File: config.mk
export PLATFORM = sky130hd
export DESIGN_NAME = lcrs_alu
export DESIGN_NICKNAME = d
export VERILOG_FILES = /design/src/lcrs_pkg.sv /design/src/lcrs_alu.sv
export VERILOG_INCLUDE_DIRS = /design/src
export SDC_FILE = /design/constraint.sdc
export NUM_CORES = 1
export LEC_CHECK = 0
export BUFFER_PORTS_ARGS = -buffer_cell sky130_fd_sc_hd__buf_2
export CORE_MARGIN = 1.5
export CORE_UTILIZATION = 50
export DETAILED_ROUTE_END_ITERATION = 10
export GPL_TIMING_DRIVEN = 0
export MAX_ROUTING_LAYER = met4
export PLACE_DENSITY = 0.76
export SYNTH_ARGS = -nofsm -noshare
export SYNTH_HDL_FRONTEND = slang
export SYNTH_SLANG_ARGS = --single-unit
export TNS_END_PERCENT = 20
File: constraint.sdc
create_clock -name clk_i -period 6 [get_ports clk_i]
set_input_delay 0 -clock clk_i [delete_from_list [all_inputs] [get_ports clk_i]]
set_output_delay 0 -clock clk_i [all_outputs]
set_load 0.005 [all_outputs]
File: src/lcrs_consts.svh
// Register offsets, field positions, reset values and encodings
// Assumes inclusion by lcrs_pkg and lcrs_alu only
`ifndef LCRS_CONSTS_SVH
`define LCRS_CONSTS_SVH

`define LCRS_ADR_W       8
`define LCRS_ADR_OPA_LO  8'h00
`define LCRS_ADR_OPA_HI  8'h04
`define LCRS_ADR_OPB_LO  8'h08
`define LCRS_ADR_OPB_HI  8'h0c
`define LCRS_ADR_DST_LO  8'h10
`define LCRS_ADR_DST_HI  8'h14
`define LCRS_ADR_INSN    8'h18
`define LCRS_ADR_PFX_LO  8'h1c
`define LCRS_ADR_PFX_HI  8'h20
`define LCRS_ADR_STATUS  8'h24

`define LCRS_ST_CARRY    0
`define LCRS_ST_ILLEGAL  1
`define LCRS_ST_NOPFX    2
`define LCRS_ST_PFXV     3

`define LCRS_RST_CARRY   1'b0

`define LCRS_OPC_PCMP_EQ 6'h22
`define LCRS_OPC_PCMP_NE 6'h23
`define LCRS_FN_PCMP     11'h500
`define LCRS_FN_RSUB     11'h100
`define LCRS_OPC_RSUBI2  6'h1a
`define LCRS_BIT_K3      28
`define LCRS_BIT_C4      27
`define LCRS_BIT_K13     18
`define LCRS_BIT_C14     17

`endif

File: src/lcrs_pkg.sv
// Types shared by the long compare / reverse-subtract unit
// Assumes lcrs_consts.svh is on the include path
package lcrs_pkg;
  `include "lcrs_consts.svh"

  typedef struct packed {
    logic                   cyc;
    logic                   stb;
    logic                   we;
    logic [3:0]             sel;
    logic [`LCRS_ADR_W-1:0] adr;
    logic [31:0]            dat;
  } lcrs_wb_req_type;

  typedef enum logic [2:0] {
    LCRS_OP_NONE   = 3'b000,
    LCRS_OP_EQ     = 3'b001,
    LCRS_OP_NE     = 3'b010,
    LCRS_OP_RSUB   = 3'b011,
    LCRS_OP_RSUBI3 = 3'b100,
    LCRS_OP_RSUBI2 = 3'b101
  } lcrs_op_type;

  typedef struct packed {
    logic        ack;
    logic [31:0] rdat;
    logic [63:0] opa;
    logic [63:0] opb;
    logic [63:0] opd;
    logic [47:0] pfx;
    logic        pfx_v;
    logic [31:0] insn;
    logic        carry;
    logic        illegal;
    logic        nopfx;
  } lcrs_state_type;
endpackage : lcrs_pkg

File: src/lcrs_alu.sv
// Long compare and reverse-subtract execution unit behind a Wishbone slave
// Assumes classic Wishbone master on clk_i; writing INSN executes it at once
// Contract
// - Equal compare writes one when identical
// - Not-equal compare writes zero when identical
// - Compares exist only when enable parameter is one
// - Register form computes second minus first source
// - Instruction bit 3 selects keep carry
// - Instruction bit 4 selects carry input
// - Keep carry leaves flag unchanged
// - Otherwise flag takes 64-bit carry out
// - Add inverse subtrahend plus one or carry
// - Carry set means no borrow
// - Immediate form subtracts source or destination
// - Immediate controls at bits 3/13, 4/14
// - Immediate is sign extended or prefix extended
`timescale 1ns/1ns
module lcrs_alu #(
  parameter int pattern_compare_enable_param = 1
) (
  input  wire logic                     clk_i,
  input  wire logic                     rst_i,
  input  wire logic                     ce_i,
  input  wire lcrs_pkg::lcrs_wb_req_type wb_i,
  output logic                          wb_ack_o,
  output logic [31:0]                   wb_dat_o,
  output logic                          carry_flag_o,
  output logic [63:0]                   dest_value_o
);
  `include "lcrs_consts.svh"

  lcrs_pkg::lcrs_state_type st;
  lcrs_pkg::lcrs_state_type next_st;
  lcrs_pkg::lcrs_op_type    op;

  logic        req;
  logic        wr_go;
  logic        exec_go;
  logic [31:0] insn_w;
  logic        is_eq;
  logic        is_ne;
  logic        is_rsub;
  logic        is_rsubi3;
  logic        is_rsubi2;
  logic        keep;
  logic        cin_sel;
  logic        cin;
  logic        pcmp_ok;
  logic [63:0] imm64;
  logic [63:0] minuend;
  logic [63:0] subtr;
  logic [64:0] sum;

  // Byte-lane merge of a write into a stored word
  function automatic logic [31:0] merge(input logic [31:0] old,
                                        input logic [31:0] wdat,
                                        input logic [3:0]  sel);
    logic [31:0] res;
    res = old;
    for (int i = 0; i < 4; i++) begin
      if (sel[i]) begin
        res[8*i +: 8] = wdat[8*i +: 8];
      end
    end
    return res;
  endfunction : merge

  assign req     = wb_i.cyc && wb_i.stb;
  // Write lands on the edge where ack is sampled high
  assign wr_go   = req && st.ack && wb_i.we;
  assign exec_go = wr_go && (wb_i.adr == `LCRS_ADR_INSN);
  assign insn_w  = merge(st.insn, wb_i.dat, wb_i.sel);

  assign pcmp_ok   = (pattern_compare_enable_param == 1);
  assign is_eq     = (insn_w[31:26] == `LCRS_OPC_PCMP_EQ) && (insn_w[10:0] == `LCRS_FN_PCMP);
  assign is_ne     = (insn_w[31:26] == `LCRS_OPC_PCMP_NE) && (insn_w[10:0] == `LCRS_FN_PCMP);
  assign is_rsub   = (insn_w[31:29] == 3'h0) && insn_w[26] && (insn_w[10:0] == `LCRS_FN_RSUB);
  assign is_rsubi3 = (insn_w[31:29] == 3'h1) && insn_w[26];
  assign is_rsubi2 = (insn_w[31:26] == `LCRS_OPC_RSUBI2) && (insn_w[20:19] == 2'h0) && insn_w[16];

  assign op = is_eq     ? lcrs_pkg::LCRS_OP_EQ :
              is_ne     ? lcrs_pkg::LCRS_OP_NE :
              is_rsub   ? lcrs_pkg::LCRS_OP_RSUB :
              is_rsubi3 ? lcrs_pkg::LCRS_OP_RSUBI3 :
              is_rsubi2 ? lcrs_pkg::LCRS_OP_RSUBI2 : lcrs_pkg::LCRS_OP_NONE;

  // Two-operand immediate form moves its controls into the register field
  assign keep    = is_rsubi2 ? insn_w[`LCRS_BIT_K13] : insn_w[`LCRS_BIT_K3];
  assign cin_sel = is_rsubi2 ? insn_w[`LCRS_BIT_C14] : insn_w[`LCRS_BIT_C4];

  // Prefix supplies the upper 48 bits; without it the field is sign extended
  assign imm64 = st.pfx_v ? {st.pfx, insn_w[15:0]} : {{48{insn_w[15]}}, insn_w[15:0]};

  assign minuend = is_rsub ? st.opb : imm64;
  assign subtr   = is_rsubi2 ? st.opd : st.opa;
  assign cin     = cin_sel ? st.carry : 1'b1;
  // Carry out high means no borrow
  assign sum     = {1'b0, minuend} + {1'b0, ~subtr} + {64'h0, cin};

  always_comb begin
    next_st = st;
    next_st.ack = req && !st.ack;
    if (req && !st.ack) begin
      case (wb_i.adr)
        `LCRS_ADR_OPA_LO: next_st.rdat = st.opa[31:0];
        `LCRS_ADR_OPA_HI: next_st.rdat = st.opa[63:32];
        `LCRS_ADR_OPB_LO: next_st.rdat = st.opb[31:0];
        `LCRS_ADR_OPB_HI: next_st.rdat = st.opb[63:32];
        `LCRS_ADR_DST_LO: next_st.rdat = st.opd[31:0];
        `LCRS_ADR_DST_HI: next_st.rdat = st.opd[63:32];
        `LCRS_ADR_INSN:   next_st.rdat = st.insn;
        `LCRS_ADR_PFX_LO: next_st.rdat = st.pfx[31:0];
        `LCRS_ADR_PFX_HI: next_st.rdat = {16'h0, st.pfx[47:32]};
        `LCRS_ADR_STATUS: next_st.rdat = {28'h0, st.pfx_v, st.nopfx, st.illegal, st.carry};
        default:          next_st.rdat = 32'h0;
      endcase
    end
    if (wr_go) begin
      case (wb_i.adr)
        `LCRS_ADR_OPA_LO: next_st.opa[31:0]  = merge(st.opa[31:0], wb_i.dat, wb_i.sel);
        `LCRS_ADR_OPA_HI: next_st.opa[63:32] = merge(st.opa[63:32], wb_i.dat, wb_i.sel);
        `LCRS_ADR_OPB_LO: next_st.opb[31:0]  = merge(st.opb[31:0], wb_i.dat, wb_i.sel);
        `LCRS_ADR_OPB_HI: next_st.opb[63:32] = merge(st.opb[63:32], wb_i.dat, wb_i.sel);
        `LCRS_ADR_DST_LO: next_st.opd[31:0]  = merge(st.opd[31:0], wb_i.dat, wb_i.sel);
        `LCRS_ADR_DST_HI: next_st.opd[63:32] = merge(st.opd[63:32], wb_i.dat, wb_i.sel);
        `LCRS_ADR_INSN:   next_st.insn = insn_w;
        `LCRS_ADR_PFX_LO: begin
          next_st.pfx[31:0] = merge(st.pfx[31:0], wb_i.dat, wb_i.sel);
          next_st.pfx_v     = 1'b1;
        end
        `LCRS_ADR_PFX_HI: begin
          next_st.pfx[47:32] = 16'(merge({16'h0, st.pfx[47:32]}, wb_i.dat, wb_i.sel));
          next_st.pfx_v      = 1'b1;
        end
        `LCRS_ADR_STATUS: begin
          if (wb_i.sel[0]) begin
            next_st.carry = wb_i.dat[`LCRS_ST_CARRY];
            if (wb_i.dat[`LCRS_ST_ILLEGAL]) begin
              next_st.illegal = 1'b0;
            end
            if (wb_i.dat[`LCRS_ST_NOPFX]) begin
              next_st.nopfx = 1'b0;
            end
          end
        end
        default: ;
      endcase
    end
    // Execution completes within the write cycle itself
    if (exec_go) begin
      next_st.pfx_v = 1'b0;
      case (op)
        lcrs_pkg::LCRS_OP_EQ,
        lcrs_pkg::LCRS_OP_NE: begin
          if (pcmp_ok) begin
            next_st.opd = {63'h0, (st.opa == st.opb) ^ (op == lcrs_pkg::LCRS_OP_NE)};
          end else begin
            next_st.illegal = 1'b1;
          end
        end
        lcrs_pkg::LCRS_OP_RSUB,
        lcrs_pkg::LCRS_OP_RSUBI3,
        lcrs_pkg::LCRS_OP_RSUBI2: begin
          next_st.opd = sum[63:0];
          if (!keep) begin
            next_st.carry = sum[64];
          end
          // Missing prefix still executes with a sign-extended value
          if (op == lcrs_pkg::LCRS_OP_RSUBI3 && !st.pfx_v) begin
            next_st.nopfx = 1'b1;
          end
        end
        default: next_st.illegal = 1'b1;
      endcase
    end
  end

  always_ff @(posedge clk_i) begin
    if (rst_i) begin
      st       <= '0;
      st.carry <= `LCRS_RST_CARRY;
    end else if (ce_i) begin
      st <= next_st;
    end
  end

  assign wb_ack_o     = st.ack;
  assign wb_dat_o     = st.rdat;
  assign carry_flag_o = st.carry;
  assign dest_value_o = st.opd;

  logic go;
  assign go = exec_go && ce_i;
endmodule : lcrs_alu

==> impl_metrics.py <==
metrics = {
    "cells_and_area": {
        "multi_input_area_um2": 12800,
        "nets": 2833,
        "fin_util_pct": 57.4,
        "mostFrequentLayoutCells": "nor2_1, dfxtp_1, mux2i_1",
        "seq_area_um2": 6190,
        "finalNonFillerCells": 3287,
        "drive_above_1_share_pct": 13.7,
        "fillers": 3828,
        "final_common_cell": "nor2_1",
        "area_delta_synth_final_pct": 13.4,
    },
    "clock_tree": {
        "cts-root-buf": "clkbuf_16",
        "numCtsBuffers": 37,
        "cts_tree": "done",
        "clk_path_buf_depth": 3,
        "h-tree-depth": 2,
        "clock_latency_ns": 0.58,
        "numClockSinks": 309,
        "cts.clk_slew.worst_paths_ns": 0.06,
    },
    "routing": {
        "dr_total_vias": 23262,
        "wl_um": 116000,
        "drcViolationCount": 0,
        "drt_iter0_drc": 4059,
        "ant_nets": 0,
        "wl_per_cell_um": 35.3,
        "viasPerCell": 7.08,
        "first_pass_iters": 8,
    },
    "floorplan": {
        "row_count": 74,
        "die-height_um": 206,
        "pin_count": 148,
        "start_util_pct": 50.6,
        "core_um2": 40700,
        "fp.dieW_um": 206,
        "dieArea_um2": 42500,
    },
    "placement": {
        "numPortBuffers": 121,
        "dpl.hpwl_um": 88200,
        "dp.cells": 3199,
        "pre_cts_slack_ns": -0.847,
        "gp_congestion": 1.23,
    },
    "yosys": {
        "synth_ff_type": "dfxtp_1",
        "syn-num-nets": 2661,
        "yosysWarningCount": 0,
        "synthesis.area_um2": 20600,
        "synth_top_cell_area_share_pct": 30.0,
        "yosysSeqAreaShare_pct": 30.0,
        "synth_top_cell_by_area": "dfxtp_1",
        "syn_area_per_cell_um2": 8.10,
        "ys_ff_latch": 309,
        "yosys-top-cells-area": "dfxtp_1, mux2i_1, nor2_1",
        "synth_edf_count": 0,
        "synth_cells": 2546,
        "async_flop_share_pct": 0,
        "yosysUniqueCellTypes": 88,
    },
    "timing": {
        "maxSlewViolCount": 21,
        "fin_ws_ns": -0.0276,
        "skew_ns": 0.0241,
        "worstMarginPinSlew_ns": 1.55,
        "hold_violations": 0,
        "slew_headroom_pct": -3.40,
        "timing.final.crit_share_pct": 100,
        "timing.fmax_mhz": 166,
        "setup_viol": 1,
        "min_period_ns": 6.03,
    },
    "pwr": {
        "ir_worst_vdd_mv": 0.279,
        "powerDensity_nw_per_um2": 222,
        "leakagePower_nw": 8.85,
    },
    "run_status": {
        "status": "finished with violations",
        "violations": "max-capacitance violations, max-slew violations, negative setup slack",
    },
    "critical_path": {
        "crit_fanout": 10,
        "crit_required_ns": 6.48,
        "start_kind": "register",
        "criticalPathCategory": "register to register",
        "arrival_ns": 6.51,
        "worstSetupEndpointType": "register",
    },
    "global_route": {
        "gr-total-overflow": 0,
        "antenna_found_initial": 11,
        "grt_max_degree": 14,
        "track_usage_pct": 55.2,
        "grt_pass1_wl_um": 158000,
        "first_global_vias": 20869,
    },
    "job": {
        "maxCapViolations": 2,
    },
    "hold_path": {
        "hold_path_class": "primary input to register",
    },
}
[where the power goes]
group          internal (mW)  total (mW)  switching (mW)
sequential              2.05        2.06         0.00455
clock                   1.39        2.38           0.983
combinational          0.220       0.744           0.524
[cell usage after synthesis, drive strengths merged (5+ instances only)]
library cell / number
xor2: 85
buf: 141
and3: 19
ha: 63
a221o: 10
a221oi: 38
o21bai: 10
and2: 21
a31oi: 43
o211ai: 12
o31ai: 5
a32o: 7
a222oi: 15
o21a: 11
clkbuf: 153
nor2: 334
and4: 9
a21boi: 5
or3: 7
a21oi: 139
a22oi: 103
nand4: 28
xnor2: 21
nand3b: 7
nor2b: 15
nand2: 178
inv: 24
o21ai: 205
nor3b: 9
nor4: 25
a21o: 44
dfxtp: 309
a22o: 36
mux2i: 270
nor3: 25
a211oi: 13
nand2b: 6
nand3: 54
[metrics by stage]
step / instance area [um^2] / setup TNS [ns] / hold WS [ns] / power [mW]
after floorplan: 20600 / 0 / 0.144 / 2.53
after global placement: 21900 / -8.96 / 0.436 / 2.77
after detailed placement: 21900 / -11.70 / 0.438 / 2.78
after CTS: 23300 / 0 / 0.00249 / 5.09
after global routing: 23400 / -0.0265 / 0.0355 / 5.25
final: 23400 / -0.0276 / 0.0472 / 5.18
[registers in the layout, summed over array words and instances, names as in the netlist]
name and cells:
wb_ack_o 1, dest_value_o 64, carry_flag_o 1, st 211, wb_dat_o 32
[layout make-up]
| type | instances | share of cell area, % |
|---|---|---|
| diodes | 11 | 0.118 |
| plain buffers | 293 | 6.81 |
| clock buffers | 52 | 4.64 |
| clock inverters | 13 | 0.674 |
| inverters | 24 | 0.385 |
| multi-input cells | 1919 | 54.9 |
| flip-flops and latches | 309 | 26.5 |
| well taps | 532 | 2.85 |
| repair buffers | 134 | 3.15 |
[critical path: stages (launching register included)]
cell and delay, ns:
dfxtp_1 0.36, nor3b_1 0.20, a31oi_1 0.19, or4_1 0.73, nor2_2 0.27, buf_4 0.36
clkbuf_4 0.34, mux2i_1 0.31, ha_1 0.35, nand2_1 0.14, o211ai_1 0.23, a21oi_1 0.13
a311oi_2 0.51, nand3_2 0.24, a21oi_4 0.33, o211ai_2 0.25, a211o_1 0.39, or4_1 0.42
a21oi_1 0.16
[cell families after synthesis]
kind of cell,count (synthesis),synth area share [%]
buf+inv,318,8.08
flops,309,30.0
fa+ha+maj,65,4.02
xor+xnor,106,4.50
mux,273,13.3
compound gates,728,23.6
simple gates,747,16.6
[repair_timing]
| item | 4_1_cts | 5_1_grt |
|---|---|---|
| setup endpoints to repair | 27 | 34 |
| hold buffers | 13 | 0 |
| pin swaps | 0 | 2 |
| gates cloned | 0 | 0 |
| gates resized for setup | 10 | 24 |
| hold endpoints to repair | 41 | 0 |
| setup buffers | 0 | 0 |
[final timing paths]
check                                        end  cells past startpoint     from  slack [ns]
worst max-delay path            dest_value_o[63]                     18   st[19]       -0.03
worst min-delay path            dest_value_o[34]                      5  wb_i[2]        0.05
worst max register to register  dest_value_o[63]                     18   st[19]       -0.03
worst min register to register            st[17]                      2   st[17]        0.49
[metal layers]
layer | wire (um) | global-route usage [%] | vias up
met5 | 0 | - | -
met4 | 12300 | 45.5 | 0
met3 | 17400 | 20.9 | 673
met2 | 45100 | 74.3 | 2190
met1 | 41000 | 64.4 | 10857
li1 | - | - | 9542
Power figures use the tool's default switching activity.
